## src/design/spb_pkg.sv

```systemverilog
// spb_pkg: offsets, field positions, reset values and timing counts for the
// serial receive interface bring-up register bank.
// assumes a byte-wide configuration port decoding 12-bit register addresses.
//
// Behaviour
// - lane power-down bit x powers lane x down when one; unused lanes set.
// - termination calibration starts on a low-to-high edge of control bit 0.
// - group a control covers lanes 0,1,6,7; group b covers lanes 2..5.
// - each group's calibration code reads back in bits 3:0 of its code register.
// - override bit 4 clear selects autocalibrated code, set selects override value.
// - under override, bits 3:1 of override register replace the calibrated code.
// - each lane owns an offset register adjusting its termination in bits 3:0.
// - lane offset is signed magnitude, bit 3 sign, bits 2:0 magnitude.
// - byte rate is lane rate over ten; processing clock is byte rate over four.
// - frame rate is byte rate over octets per frame; ratio to processing is 4/F.
// - pll oscillator clock divided by two gives the deserializer quadrature clock.
// - pll reference is lane rate over forty; divider puts pfd in 35..80 MHz.
// - a rising edge of synthesizer control bit 2 starts a pll recalibration.
// - pll status bit 0 reports lock, bit 3 reports successful calibration.
// - status bits 4 and 5 flag calibration band limits; software then recalibrates.

package spb_pkg;

  ////////////////////////////////////////////////////////////////////////////////
  // register offsets
  localparam logic [11:0] ADDR_REF_CLOCK_RATE_SELECT = 12'h0084;
  localparam logic [11:0] ADDR_SERIAL_INTERFACE_POWER = 12'h0200;
  localparam logic [11:0] ADDR_LANE_POWER_DOWN        = 12'h0201;
  localparam logic [11:0] ADDR_SYNTH_ENABLE_RECAL     = 12'h0280;
  localparam logic [11:0] ADDR_SYNTH_STATUS           = 12'h0281;
  localparam logic [11:0] ADDR_PFD_DIVIDER_SELECT     = 12'h0289;
  localparam logic [11:0] ADDR_TERM_CAL_CTRL_GROUP_A  = 12'h02a7;
  localparam logic [11:0] ADDR_TERM_OVERRIDE_GROUP_A  = 12'h02a8;
  localparam logic [11:0] ADDR_TERM_CAL_CODE_GROUP_A  = 12'h02ac;
  localparam logic [11:0] ADDR_TERM_CAL_CTRL_GROUP_B  = 12'h02ae;
  localparam logic [11:0] ADDR_TERM_OVERRIDE_GROUP_B  = 12'h02af;
  localparam logic [11:0] ADDR_TERM_CAL_CODE_GROUP_B  = 12'h02b3;
  localparam logic [11:0] ADDR_TERM_OFFSET_LANE0      = 12'h02bb;
  localparam logic [11:0] ADDR_TERM_OFFSET_LANE7      = 12'h02c2;

  ////////////////////////////////////////////////////////////////////////////////
  // field positions
  localparam int INTERFACE_POWER_DOWN_BIT = 0;
  localparam int TERM_CAL_START_BIT       = 0;
  localparam int OVERRIDE_SELECT_BIT      = 4;
  localparam int OVERRIDE_VALUE_LSB       = 1;
  localparam int OFFSET_SIGN_BIT          = 3;
  localparam int SYNTH_ENABLE_BIT         = 0;
  localparam int SYNTH_RECAL_BIT          = 2;
  localparam int STATUS_LOCK_BIT          = 0;
  localparam int STATUS_CAL_OK_BIT        = 3;
  localparam int STATUS_BAND_LOW_BIT      = 4;
  localparam int STATUS_BAND_HIGH_BIT     = 5;
  localparam int REF_RATE_LSB             = 4;

  // lanes 0,1,6,7 follow group a, the rest group b
  localparam logic [7:0] GROUP_A_LANE_MASK = 8'hc3;

  ////////////////////////////////////////////////////////////////////////////////
  // reset values
  localparam logic [7:0] RST_INTERFACE_POWER = 8'h01;
  localparam logic [7:0] RST_LANE_POWER_DOWN = 8'hff;
  localparam logic [7:0] RST_ZERO            = 8'h00;

  ////////////////////////////////////////////////////////////////////////////////
  // rate relationships, as fixed divide ratios
  localparam logic [3:0] BYTE_PER_LANE_DIV = 4'h0a;
  localparam logic [3:0] PCLK_PER_BYTE_DIV = 4'h04;
  localparam logic [3:0] VCO_TO_QUAD_DIV   = 4'h02;
  localparam logic [7:0] REF_PER_LANE_DIV  = 8'h28;

  // pfd divider codes
  localparam logic [1:0] PFD_DIV_CODE_4 = 2'b00;
  localparam logic [1:0] PFD_DIV_CODE_2 = 2'b01;
  localparam logic [1:0] PFD_DIV_CODE_1 = 2'b10;

  ////////////////////////////////////////////////////////////////////////////////
  // timing
  localparam int CLK_PERIOD_PS    = 5000;
  localparam int TERM_CAL_TIME_NS = 1000;
  localparam int TERM_CAL_CYCLES  = (TERM_CAL_TIME_NS * 1000) / CLK_PERIOD_PS;

  typedef enum logic [1:0] {
    SPB_CAL_IDLE = 2'b00,
    SPB_CAL_RUN  = 2'b01,
    SPB_CAL_DONE = 2'b10
  } spb_cal_state_t;

endpackage

```

## src/design/spb_bringup.sv

```systemverilog
// spb_bringup: register bank and control for receive-side serial interface
// bring-up: power, termination calibration and override, lane offsets, pll.
// assumes a synchronous byte-wide configuration port already deserialised from
// the serial configuration pins, and analog calibration results on plain inputs.

`timescale 1ns/10ps
`default_nettype none

module spb_bringup
#(
  parameter int LANES           = 8,
  parameter int TERM_CAL_CYCLES = spb_pkg::TERM_CAL_CYCLES
)
(
  // clock and reset
  input  wire logic        mclk_in,
  input  wire logic        rst_n_in,
  // configuration port
  input  wire logic [11:0] cfg_addr_in,
  input  wire logic        cfg_wr_in,
  input  wire logic [7:0]  cfg_wdata_in,
  input  wire logic        cfg_rd_in,
  output logic      [7:0]  cfg_rdata_out,
  output logic             cfg_rvalid_out,
  // analog termination calibration result per group (a, b)
  input  wire logic [3:0]  term_cal_result_a_in,
  input  wire logic [3:0]  term_cal_result_b_in,
  // pll analog status
  input  wire logic        pll_lock_in,
  input  wire logic        pll_cal_ok_in,
  input  wire logic        pll_band_low_in,
  input  wire logic        pll_band_high_in,
  // link framing, octets per frame per lane (1, 2 or 4)
  input  wire logic [2:0]  octets_per_frame_in,
  // power and termination control to the lanes
  output logic             interface_power_down_out,
  output logic [7:0]       lane_power_down_mask_out,
  output logic [4*8-1:0]   lane_term_code_out,
  output logic             term_cal_busy_out,
  // pll control
  output logic             pll_enable_out,
  output logic             pll_recal_pulse_out,
  output logic [1:0]       pfd_input_divider_out,
  output logic [1:0]       ref_rate_select_out,
  output logic [2:0]       pfd_divide_ratio_out,
  // rate relationships
  output logic [3:0]       byte_div_out,
  output logic [3:0]       pclk_div_out,
  output logic [3:0]       quad_clk_div_out,
  output logic [7:0]       ref_div_out,
  output logic [2:0]       frames_per_pclk_out
);

  // elaboration-time parameter checks
  if (LANES != 8)
  begin
    $error("spb_bringup serves exactly eight lanes");
  end
  if (TERM_CAL_CYCLES < 1)
  begin
    $error("spb_bringup calibration time must be at least one cycle");
  end

  ////////////////////////////////////////////////////////////////////////////////
  // register storage
  logic [7:0]  ref_clock_rate_select_q;
  logic [7:0]  serial_interface_power_q;
  logic [7:0]  lane_power_down_q;
  logic [7:0]  synth_enable_recal_q;
  logic [7:0]  pfd_divider_select_q;
  logic [7:0]  term_cal_ctrl_a_q;
  logic [7:0]  term_cal_ctrl_b_q;
  logic [7:0]  term_override_a_q;
  logic [7:0]  term_override_b_q;
  logic [3:0]  term_cal_code_a_q;
  logic [3:0]  term_cal_code_b_q;
  logic [7:0]  term_offset_q [8];
  logic [7:0]  synth_status_q;

  logic        wr_term_offset;
  logic [2:0]  offset_index;

  assign wr_term_offset = cfg_wr_in &&
                          (cfg_addr_in >= spb_pkg::ADDR_TERM_OFFSET_LANE0) &&
                          (cfg_addr_in <= spb_pkg::ADDR_TERM_OFFSET_LANE7);
  assign offset_index   = 3'(cfg_addr_in - spb_pkg::ADDR_TERM_OFFSET_LANE0);

  // writes to status and code offsets fall through the decode untouched
  always_ff @(posedge mclk_in)
  begin
    if (!rst_n_in)
    begin
      ref_clock_rate_select_q  <= spb_pkg::RST_ZERO;
      serial_interface_power_q <= spb_pkg::RST_INTERFACE_POWER;
      lane_power_down_q        <= spb_pkg::RST_LANE_POWER_DOWN;
      synth_enable_recal_q     <= spb_pkg::RST_ZERO;
      pfd_divider_select_q     <= spb_pkg::RST_ZERO;
      term_cal_ctrl_a_q        <= spb_pkg::RST_ZERO;
      term_cal_ctrl_b_q        <= spb_pkg::RST_ZERO;
      term_override_a_q        <= spb_pkg::RST_ZERO;
      term_override_b_q        <= spb_pkg::RST_ZERO;
    end
    else if (cfg_wr_in)
    begin
      unique case (cfg_addr_in)
        spb_pkg::ADDR_REF_CLOCK_RATE_SELECT:  ref_clock_rate_select_q  <= cfg_wdata_in;
        spb_pkg::ADDR_SERIAL_INTERFACE_POWER: serial_interface_power_q <= cfg_wdata_in;
        spb_pkg::ADDR_LANE_POWER_DOWN:        lane_power_down_q        <= cfg_wdata_in;
        spb_pkg::ADDR_SYNTH_ENABLE_RECAL:     synth_enable_recal_q     <= cfg_wdata_in;
        spb_pkg::ADDR_PFD_DIVIDER_SELECT:     pfd_divider_select_q     <= cfg_wdata_in;
        spb_pkg::ADDR_TERM_CAL_CTRL_GROUP_A:  term_cal_ctrl_a_q        <= cfg_wdata_in;
        spb_pkg::ADDR_TERM_CAL_CTRL_GROUP_B:  term_cal_ctrl_b_q        <= cfg_wdata_in;
        spb_pkg::ADDR_TERM_OVERRIDE_GROUP_A:  term_override_a_q        <= cfg_wdata_in;
        spb_pkg::ADDR_TERM_OVERRIDE_GROUP_B:  term_override_b_q        <= cfg_wdata_in;
        default:                              ;
      endcase
    end
  end

  always_ff @(posedge mclk_in)
  begin
    if (!rst_n_in)
    begin
      for (int i = 0; i < 8; i++)
        term_offset_q[i] <= spb_pkg::RST_ZERO;
    end
    else if (wr_term_offset)
    begin
      term_offset_q[offset_index] <= cfg_wdata_in;
    end
  end

  ////////////////////////////////////////////////////////////////////////////////
  // read path: one cycle after the strobe, unmapped reads return zero
  always_ff @(posedge mclk_in)
  begin
    if (!rst_n_in)
    begin
      cfg_rdata_out  <= spb_pkg::RST_ZERO;
      cfg_rvalid_out <= 1'b0;
    end
    else
    begin
      cfg_rvalid_out <= cfg_rd_in;
      if (cfg_rd_in)
      begin
        if ((cfg_addr_in >= spb_pkg::ADDR_TERM_OFFSET_LANE0) &&
            (cfg_addr_in <= spb_pkg::ADDR_TERM_OFFSET_LANE7))
          cfg_rdata_out <= term_offset_q[offset_index];
        else
        begin
          unique case (cfg_addr_in)
            spb_pkg::ADDR_REF_CLOCK_RATE_SELECT:  cfg_rdata_out <= ref_clock_rate_select_q;
            spb_pkg::ADDR_SERIAL_INTERFACE_POWER: cfg_rdata_out <= serial_interface_power_q;
            spb_pkg::ADDR_LANE_POWER_DOWN:        cfg_rdata_out <= lane_power_down_q;
            spb_pkg::ADDR_SYNTH_ENABLE_RECAL:     cfg_rdata_out <= synth_enable_recal_q;
            spb_pkg::ADDR_SYNTH_STATUS:           cfg_rdata_out <= synth_status_q;
            spb_pkg::ADDR_PFD_DIVIDER_SELECT:     cfg_rdata_out <= pfd_divider_select_q;
            spb_pkg::ADDR_TERM_CAL_CTRL_GROUP_A:  cfg_rdata_out <= term_cal_ctrl_a_q;
            spb_pkg::ADDR_TERM_CAL_CTRL_GROUP_B:  cfg_rdata_out <= term_cal_ctrl_b_q;
            spb_pkg::ADDR_TERM_OVERRIDE_GROUP_A:  cfg_rdata_out <= term_override_a_q;
            spb_pkg::ADDR_TERM_OVERRIDE_GROUP_B:  cfg_rdata_out <= term_override_b_q;
            spb_pkg::ADDR_TERM_CAL_CODE_GROUP_A:  cfg_rdata_out <= {4'h0, term_cal_code_a_q};
            spb_pkg::ADDR_TERM_CAL_CODE_GROUP_B:  cfg_rdata_out <= {4'h0, term_cal_code_b_q};
            default:                              cfg_rdata_out <= spb_pkg::RST_ZERO;
          endcase
        end
      end
    end
  end

  ////////////////////////////////////////////////////////////////////////////////
  // termination autocalibration, one sequencer per lane group
  logic                 cal_start_a_prev_q;
  logic                 cal_start_b_prev_q;
  logic                 cal_rise_a;
  logic                 cal_rise_b;
  spb_pkg::spb_cal_state_t cal_state_a_q;
  spb_pkg::spb_cal_state_t cal_state_b_q;
  logic [31:0]          cal_count_a_q;
  logic [31:0]          cal_count_b_q;

  assign cal_rise_a = term_cal_ctrl_a_q[spb_pkg::TERM_CAL_START_BIT] && !cal_start_a_prev_q;
  assign cal_rise_b = term_cal_ctrl_b_q[spb_pkg::TERM_CAL_START_BIT] && !cal_start_b_prev_q;

  always_ff @(posedge mclk_in)
  begin
    if (!rst_n_in)
    begin
      cal_start_a_prev_q <= 1'b0;
      cal_start_b_prev_q <= 1'b0;
    end
    else
    begin
      cal_start_a_prev_q <= term_cal_ctrl_a_q[spb_pkg::TERM_CAL_START_BIT];
      cal_start_b_prev_q <= term_cal_ctrl_b_q[spb_pkg::TERM_CAL_START_BIT];
    end
  end

  // a new edge during a run restarts it, so the latest request always wins
  always_ff @(posedge mclk_in)
  begin
    if (!rst_n_in)
    begin
      cal_state_a_q     <= spb_pkg::SPB_CAL_IDLE;
      cal_count_a_q     <= '0;
      term_cal_code_a_q <= 4'h0;
    end
    else if (cal_rise_a)
    begin
      cal_state_a_q <= spb_pkg::SPB_CAL_RUN;
      cal_count_a_q <= '0;
    end
    else
    begin
      unique case (cal_state_a_q)
        spb_pkg::SPB_CAL_IDLE: ;
        spb_pkg::SPB_CAL_RUN:
        begin
          if (cal_count_a_q == 32'(TERM_CAL_CYCLES - 1))
          begin
            term_cal_code_a_q <= term_cal_result_a_in;
            cal_state_a_q     <= spb_pkg::SPB_CAL_DONE;
          end
          else
            cal_count_a_q <= cal_count_a_q + 32'd1;
        end
        spb_pkg::SPB_CAL_DONE: ;
        default: cal_state_a_q <= spb_pkg::SPB_CAL_IDLE;
      endcase
    end
  end

  always_ff @(posedge mclk_in)
  begin
    if (!rst_n_in)
    begin
      cal_state_b_q     <= spb_pkg::SPB_CAL_IDLE;
      cal_count_b_q     <= '0;
      term_cal_code_b_q <= 4'h0;
    end
    else if (cal_rise_b)
    begin
      cal_state_b_q <= spb_pkg::SPB_CAL_RUN;
      cal_count_b_q <= '0;
    end
    else
    begin
      unique case (cal_state_b_q)
        spb_pkg::SPB_CAL_IDLE: ;
        spb_pkg::SPB_CAL_RUN:
        begin
          if (cal_count_b_q == 32'(TERM_CAL_CYCLES - 1))
          begin
            term_cal_code_b_q <= term_cal_result_b_in;
            cal_state_b_q     <= spb_pkg::SPB_CAL_DONE;
          end
          else
            cal_count_b_q <= cal_count_b_q + 32'd1;
        end
        spb_pkg::SPB_CAL_DONE: ;
        default: cal_state_b_q <= spb_pkg::SPB_CAL_IDLE;
      endcase
    end
  end

  assign term_cal_busy_out = (cal_state_a_q == spb_pkg::SPB_CAL_RUN) ||
                             (cal_state_b_q == spb_pkg::SPB_CAL_RUN);

  ////////////////////////////////////////////////////////////////////////////////
  // per-lane termination: base code, then signed-magnitude offset, saturated
  logic [3:0] base_a;
  logic [3:0] base_b;

  assign base_a = term_override_a_q[spb_pkg::OVERRIDE_SELECT_BIT]
                ? {1'b0, term_override_a_q[spb_pkg::OVERRIDE_VALUE_LSB +: 3]}
                : term_cal_code_a_q;
  assign base_b = term_override_b_q[spb_pkg::OVERRIDE_SELECT_BIT]
                ? {1'b0, term_override_b_q[spb_pkg::OVERRIDE_VALUE_LSB +: 3]}
                : term_cal_code_b_q;

  // registered so the analog trim never sees decode glitches
  always_ff @(posedge mclk_in)
  begin
    if (!rst_n_in)
      lane_term_code_out <= '0;
    else
    begin
      for (int i = 0; i < 8; i++)
      begin
        logic [4:0] base;
        logic [4:0] mag;
        base = {1'b0, spb_pkg::GROUP_A_LANE_MASK[i] ? base_a : base_b};
        mag  = {2'b00, term_offset_q[i][2:0]};
        if (term_offset_q[i][spb_pkg::OFFSET_SIGN_BIT])
          lane_term_code_out[4*i +: 4] <= (base < mag) ? 4'h0 : 4'(base - mag);
        else if ((base + mag) > 5'd15)
          lane_term_code_out[4*i +: 4] <= 4'hf;
        else
          lane_term_code_out[4*i +: 4] <= 4'(base + mag);
      end
    end
  end

  assign interface_power_down_out = serial_interface_power_q[spb_pkg::INTERFACE_POWER_DOWN_BIT];
  assign lane_power_down_mask_out = lane_power_down_q;

  ////////////////////////////////////////////////////////////////////////////////
  // serdes pll control and status
  logic recal_prev_q;

  always_ff @(posedge mclk_in)
  begin
    if (!rst_n_in)
    begin
      recal_prev_q        <= 1'b0;
      pll_recal_pulse_out <= 1'b0;
    end
    else
    begin
      recal_prev_q        <= synth_enable_recal_q[spb_pkg::SYNTH_RECAL_BIT];
      pll_recal_pulse_out <= synth_enable_recal_q[spb_pkg::SYNTH_RECAL_BIT] && !recal_prev_q;
    end
  end

  always_ff @(posedge mclk_in)
  begin
    if (!rst_n_in)
      synth_status_q <= spb_pkg::RST_ZERO;
    else
    begin
      synth_status_q                               <= spb_pkg::RST_ZERO;
      synth_status_q[spb_pkg::STATUS_LOCK_BIT]      <= pll_lock_in;
      synth_status_q[spb_pkg::STATUS_CAL_OK_BIT]    <= pll_cal_ok_in;
      synth_status_q[spb_pkg::STATUS_BAND_LOW_BIT]  <= pll_band_low_in;
      synth_status_q[spb_pkg::STATUS_BAND_HIGH_BIT] <= pll_band_high_in;
    end
  end

  assign pll_enable_out        = synth_enable_recal_q[spb_pkg::SYNTH_ENABLE_BIT];
  assign pfd_input_divider_out = pfd_divider_select_q[1:0];
  assign ref_rate_select_out   = ref_clock_rate_select_q[spb_pkg::REF_RATE_LSB +: 2];

  // code 0b11 is undefined; treated as divide by one
  always_comb
  begin
    unique case (pfd_divider_select_q[1:0])
      spb_pkg::PFD_DIV_CODE_4: pfd_divide_ratio_out = 3'd4;
      spb_pkg::PFD_DIV_CODE_2: pfd_divide_ratio_out = 3'd2;
      default:                 pfd_divide_ratio_out = 3'd1;
    endcase
  end

  ////////////////////////////////////////////////////////////////////////////////
  // clock rate relationships
  assign byte_div_out     = spb_pkg::BYTE_PER_LANE_DIV;
  assign pclk_div_out     = spb_pkg::PCLK_PER_BYTE_DIV;
  assign quad_clk_div_out = spb_pkg::VCO_TO_QUAD_DIV;
  assign ref_div_out      = spb_pkg::REF_PER_LANE_DIV;

  // only f of 1, 2 and 4 gives a whole ratio; others read zero
  always_ff @(posedge mclk_in)
  begin
    if (!rst_n_in)
      frames_per_pclk_out <= 3'd0;
    else
    begin
      unique case (octets_per_frame_in)
        3'd1:    frames_per_pclk_out <= 3'd4;
        3'd2:    frames_per_pclk_out <= 3'd2;
        3'd4:    frames_per_pclk_out <= 3'd1;
        default: frames_per_pclk_out <= 3'd0;
      endcase
    end
  end

endmodule

`default_nettype wire

```

## config.mk

```make
export PLATFORM = sky130hd
export DESIGN_NAME = spb_bringup
export DESIGN_NICKNAME = d
export VERILOG_FILES = /design/src/design/spb_pkg.sv /design/src/design/spb_bringup.sv
export SDC_FILE = /design/constraint.sdc
export NUM_CORES = 1
export LEC_CHECK = 0
export BUFFER_PORTS_ARGS = -buffer_cell sky130_fd_sc_hd__clkbuf_2
export CORE_ASPECT_RATIO = 1.4
export CORE_MARGIN = 5
export CORE_UTILIZATION = 60
export DETAILED_ROUTE_END_ITERATION = 10
export PLACE_DENSITY = 0.77
export SLEW_MARGIN = 20
export SYNTH_ARGS = -nofsm -noshare
export SYNTH_HDL_FRONTEND = slang
export SYNTH_SLANG_ARGS = --single-unit
```

## constraint.sdc

```tcl
create_clock -name mclk_in -period 3.5 [get_ports mclk_in]
set_clock_uncertainty 0.2 [all_clocks]
set_input_delay 0.525 -clock mclk_in [delete_from_list [all_inputs] [get_ports mclk_in]]
set_output_delay 0.525 -clock mclk_in [all_outputs]
set_load 0.02 [all_outputs]
```

### Yosys cells after proc, flatten, opt, wreduce, memory -nomap -nowiden

Memories as Yosys holds them, arrays and structs flattened.
Cells that the tools add are included.

| operators by class | value |
|---|---|
| add/sub/neg operators | 19 |
| $lt $le $gt $ge | 18 |
| equal/unequal tests | 28 |
| muxes and demuxes | 43 |
| bitwise operators | 7 |
| reduce and logical (&&, ||, !) cells | 35 |

Operators by type and width:

| kind | count |
|---|---|
| $eq A12 B10 Y1 const B | 11 |
| $mux W4 | 26 |
| $pmux W8 S12 | 1 |
| $add A32 B1 Y32 const B | 2 |
| $eq A32 B8 Y1 const B | 2 |
| $add A4 B3 Y5 | 8 |
| $gt A5 B4 Y1 const B | 8 |
| $lt A4 B3 Y1 | 8 |
| $sub A4 B3 Y4 | 8 |
| $reduce_and A2 Y1 | 15 |
| $mux W8 | 2 |
| $eq A12 B8 Y1 const B | 1 |
| $ge A12 B10 Y1 const B | 1 |
| $le A12 B10 Y1 const B | 1 |
| $pmux W3 S3 | 1 |
| $pmux W2 S2 | 2 |
| $reduce_or A2 Y1 | 4 |
| $reduce_or A8 Y1 | 1 |
| $mux W1 | 7 |
| $not A1 Y1 | 7 |
| $eq A2 B1 Y1 const B | 3 |
| $logic_and A1 B1 Y1 | 6 |
| $logic_not A2 Y1 | 3 |
| $ne A3 B3 Y1 const B | 2 |
| other kinds (13) | 20 |

| storage, ports and cells | value |
|---|---|
| bits in registers | 204 |
| bits in writable memories | 64 |
| bits of input ports | 39 |
| output and inout bits | 83 |
| logic and storage cells | 178 |
| memories | 1 |

Memories:

| name | words | width | read ports | clocked after Yosys merged registers in | wr ports | line | text |
|---|---|---|---|---|---|---|---|
| term_offset_q | 8 | 8 | 9 | 0 | 8 | spb_bringup.sv:77 | `logic [7:0] term_offset_q [8];` |

### Longest topological paths before layout

| depth | value |
|---|---|
| word-level depth | 8 |
| mapped depth | 11 |
| mapped depth without buffers | 10 |

### Worst setup path before layout

No wires, ideal clock.

| path | value |
|---|---|
| kind | reg2reg |
| from | reg term_override_b_q[4] |
| to | reg lane_term_code_out[23] |
| library setup time | 0.058 ns |
| arrival | 2.905 ns |
| required time | 3.242 ns |
| slack | 0.337 ns |
| cell stages (with the launch flop) | 10 |
| buffers on the path | 1 |
| clock period less this slack | 3.163 ns |
| cell sequence | dfxtp_1 -> clkbuf_1 -> mux2i_1 -> inv_1 -> ha_1 -> nor2b_1 -> o21a_1 -> or3_1 -> a21oi_1 -> o21a_1 |

| between the ends | value |
|---|---|
| word-level cells in the longest chain between the ends | 5 |
| elaborated cells on any way between the ends | 8 |
| classes of those cells | add/sub: 2; order compare: 2; mux: 4 |

Ends and longest elaborated chain:

| what | line | text |
|---|---|---|
| from (decl) | spb_bringup.sv:74 | `logic [7:0] term_override_b_q;` |
| from (signal assigned) | spb_bringup.sv:101 | `term_override_b_q <= spb_pkg::RST_ZERO;` |
| from (signal assigned) | spb_bringup.sv:114 | `spb_pkg::ADDR_TERM_OVERRIDE_GROUP_B: term_override_b_q <= cfg_wdata_in;` |
| $mux W4 * | spb_bringup.sv:279 | `? {1'b0, term_override_b_q[spb_pkg::OVERRIDE_VALUE_LSB +: 3]}` |
| $add A4 B3 Y5 | spb_bringup.sv:300 | `lane_term_code_out[4*i +: 4] <= 4'(base + mag);` |
| $gt A5 B4 Y1 | spb_bringup.sv:297 | `else if ((base + mag) > 5'd15)` |
| $mux W4 | spb_bringup.sv:297 |  |
| $mux W4 * | spb_bringup.sv:295 | `if (term_offset_q[i][spb_pkg::OFFSET_SIGN_BIT])` |
| to (signal, indexed assignment) | spb_bringup.sv:296 | `lane_term_code_out[4*i +: 4] <= (base < mag) ? 4'h0 : 4'(base - mag);` |
| to (signal, indexed assignment) | spb_bringup.sv:300 |  |
| to (decl) | spb_bringup.sv:38 | `output logic [4*8-1:0] lane_term_code_out,` |

Every way passes the cells marked *; elsewhere a longest branch is shown, timed or not.
A chain may end at the register's enable or synchronous reset.

### Final worst setup path

Ends and elaborated chain as after synthesis.

==> results.json <==
{
  "status": "completed",
  "cts_buffers": 27,
  "io_buffers": 101,
  "start_util_pct": 60.7,
  "drv_slew": 0,
  "hold_path_end": "term_cal_code_b_q[1]$_SDFFE_PN0P_",
  "drive_gt1_share_pct": 14.1,
  "grtUsageTotal_pct": 27.3,
  "fillCellCount": 1852,
  "clkLatencyLatePin_ns": 0.54,
  "overflow": 0,
  "syn-instance-count": 1494,
  "synth_edf_count": 64,
  "drtIter0Drc": 713,
  "yosys-top-cells-area": "dfxtp_1 (28%), edfxtp_1 (14%), mux2i_1 (6.3%)",
  "grt_first_pass_wirelength_um": 59100,
  "finalSetupTns_ns": 0,
  "min_period_ns": 2.68,
  "crit_path_cell_trace": "mux2i_1 -> buf_4 -> inv_1 -> ha_1 -> nor2b_1 -> o21a_1 -> or3_1 -> a21oi_1 -> o21a_1",
  "yosysMostFrequentCell": "dfxtp_1",
  "hp-class": "in -> reg",
  "die_x_um": 140,
  "slowest_delay_ns": 0.46,
  "vias_per_cell": 5.99,
  "setup_viol": 0,
  "io_pins": 122,
  "power.density_mw_per_mm2": 433,
  "ir_worst_vdd_v": 0.000473,
  "ys_types": 72,
  "syn_to_final_growth_pct": 11.6,
  "cts_sinks": 264,
  "final_cells": 1885,
  "p_leak_nw": 6.10,
  "yosys_register_bits": 264,
  "async_flop_share_pct": 0,
  "wirelength_um": 37200,
  "reg2reg_from": "term_override_b_q[4]$_SDFFE_PN0P_",
  "reg2reg_setup_slack_ns": 0.82,
  "die-area_sq_mm": 0.0267,
  "crit_path_end_kind": "flop",
  "grt_pass1_vias": 11100,
  "vias": 11300,
  "antenna_found_initial": 1,
  "post_cts_buffers": 0,
  "path_clk_slew_ns": 0.06,
  "worstSetupPathType": "reg -> reg",
  "grt_max_degree": 79,
  "core_area_sq_mm": 0.0232,
  "netlist_area_sq_mm": 0.0141,
  "r2r_cells": 9,
  "yosysSeqAreaShare_pct": 42.1,
  "die_y_um": 191,
  "yosys_most_used_dff": "dfxtp_1",
  "synth_top_area_share_pct": 28.4,
  "worstPathMaxFanout": 9,
  "htree_levels": 1,
  "max_freq_mhz": 373,
  "critPathBufInv": 2,
  "period_share_pct": 76.6,
  "cts_tree": "built",
  "drt.antenna.violating_nets": 0,
  "ys_warn_count": 0,
  "cp_top_family": "compound AO/OA/AOI/OAI gates",
  "dpl.hpwl_um": 26600,
  "gp_congestion": 0.905,
  "cts_buffer_depth": 3,
  "post-route-util_pct": 67.7,
  "hold_path_depth": 3,
  "holdCritStartpoint": "term_cal_result_b_in[1]",
  "yosys.area.top_type": "dfxtp_1",
  "arrival_ns": 2.96,
  "dp_cells": 1827,
  "cts_root_buf": "clkbuf_16",
  "rsz0062_at_grt": "no",
  "routedWlPerCell_um": 19.7,
  "final-hold-violation-count": 0,
  "cpMaxStageDelayCell": "dfxtp_1",
  "placed_cell_area_sq_mm": 0.0147,
  "dr.pass1.iters": 7,
  "synthTopCellsByCount": "dfxtp_1 (200), nor2_1 (195), nand2_1 (97)",
  "start_kind": "flop",
  "cts_resized": 0,
  "drc_errors": 0,
  "slew_headroom_pct": 41.0,
  "floorplan.rows": 66,
  "maxCapViolCount": 0,
  "worst_pin_slew_ns": 0.877,
  "cp_common_cell": "o21a_1",
  "nets": 1667,
  "avgSynthCellArea_sq_um": 9.43,
  "worst-endpoint-required_ns": 3.78,
  "worstReg2RegEnd": "lane_term_code_out[23]$_SDFF_PN0_",
  "final_area_sq_mm": 0.0157
}
==> per-layer routing <==
layer	global-route usage (%)	part of all wire, %	vias up
li1	-	-	5312
met1	33.3	38	5424
met2	48.3	50	440
met3	3.58	6.6	124
met4	12.3	4.9	0
met5	0	0	-
==> registers in the layout (all words and copies together), names as in the netlist, 4 cells and up <==
register                  flops
cal_count_a_q                32
cal_count_b_q                32
cfg_rdata_out                 8
lane_power_down_mask_out      8
lane_term_code_out           32
pfd_divider_select_q          8
ref_clock_rate_select_q       8
serial_interface_power_q      8
synth_enable_recal_q          8
synth_status_q                4
term_cal_code_a_q             4
term_cal_code_b_q             4
term_cal_ctrl_a_q             8
term_cal_ctrl_b_q             8
term_offset_q                64
term_override_a_q             8
term_override_b_q             8
==> timing repair <==
| action | CTS | global route |
|---|---|---|
| setup endpoints to repair | 0 | 0 |
| hold buffers | 8 | 0 |
| endpoints found under the hold margin | 7 | 0 |
==> metrics by stage <==
step	hold WS, ns	power (mW)	worst slack (ns)
finish	0.0320	6.81	0.817
global placement	0.195	3.76	0.383
global route	0.0251	7.01	0.629
floorplan	0.167	3.61	0.337
CTS	0.0186	6.84	0.831
detailed placement	0.198	3.77	0.298
==> worst max-delay path by stage <==
stage | cells past startpoint | from | slack, ns | endpoint
finish | 9 | term_override_b_q[4]$_SDFFE_PN0P_ | 0.82 | lane_term_code_out[23]$_SDFF_PN0_
global route | 9 | term_override_b_q[4]$_SDFFE_PN0P_ | 0.63 | lane_term_code_out[23]$_SDFF_PN0_
CTS | 9 | term_override_b_q[4]$_SDFFE_PN0P_ | 0.83 | lane_term_code_out[23]$_SDFF_PN0_
detailed placement | 6 | cfg_addr_in[8] | 0.30 | term_offset_q[1][3]$_SDFFCE_PN0P_
global placement | 6 | cfg_addr_in[8] | 0.38 | term_offset_q[4][0]$_SDFFCE_PN0P_
floorplan | 9 | term_override_b_q[4]$_SDFFE_PN0P_ | 0.34 | lane_term_code_out[23]$_SDFF_PN0_
==> layout make-up <==
type / count / area [sq um] / area share [%]
Clock buffer: 33 / 759 / 4.83
Clock inverter: 16 / 205 / 1.31
Multi-Input combinational cell: 1081 / 7460 / 47.5
Tap cell: 306 / 383 / 2.44
Timing Repair Buffer: 135 / 793 / 5.05
Sequential cell: 264 / 5930 / 37.7
Inverter: 49 / 185 / 1.18
Antenna cell: 1 / 2.50 / 0.0159
==> logic make-up (layout without fill, tap and decap cells) <==
kind of cell / Yosys count / in the layout / share of synthesized area, %
compound gates: 193 / 193 / 9.24
other cells: 2 / 21 / 0.0533
buf+inv: 167 / 233 / 5.51
xor+xnor: 70 / 70 / 4.35
mux: 112 / 112 / 8.96
simple gates: 616 / 616 / 22.8
fa+ha+maj: 70 / 70 / 7.07
flops: 264 / 264 / 42.1
==> cell usage in the layout, fill, tap and decap left out, types with 14 or more instances in the layout <==
cell type / synthesis / routed
o21ai_0: 36 / 36
clkbuf_2: 0 / 101
nand4_1: 28 / 28
dfxtp_1: 200 / 200
mux2i_1: 89 / 89
fa_1: 16 / 16
nand3_1: 56 / 56
nand2_1: 97 / 97
a21oi_1: 55 / 55
conb_1: 2 / 20
buf_4: 29 / 25
nor3_1: 14 / 14
nor2b_1: 35 / 35
xor2_1: 43 / 43
xnor2_1: 27 / 26
clkbuf_16: 0 / 28
ha_1: 54 / 54
nor2_1: 195 / 195
inv_1: 47 / 47
nor4_1: 14 / 14
and3_1: 26 / 26
edfxtp_1: 64 / 64
o21a_1: 21 / 21
and2_1: 78 / 78
==> tightest hold or removal path, cell delays in order <==
cell,delay (ns)
clkbuf_2,0.08
mux2i_1,0.06
nor2_1,0.07
==> power by group <==
group,switching [mW],internal (mW)
combinational,0.317,0.163
clock,1.25,1.84
sequential,0.0528,3.18
total,1.62,5.19
Note: power is estimated with default switching activity, not from simulation.
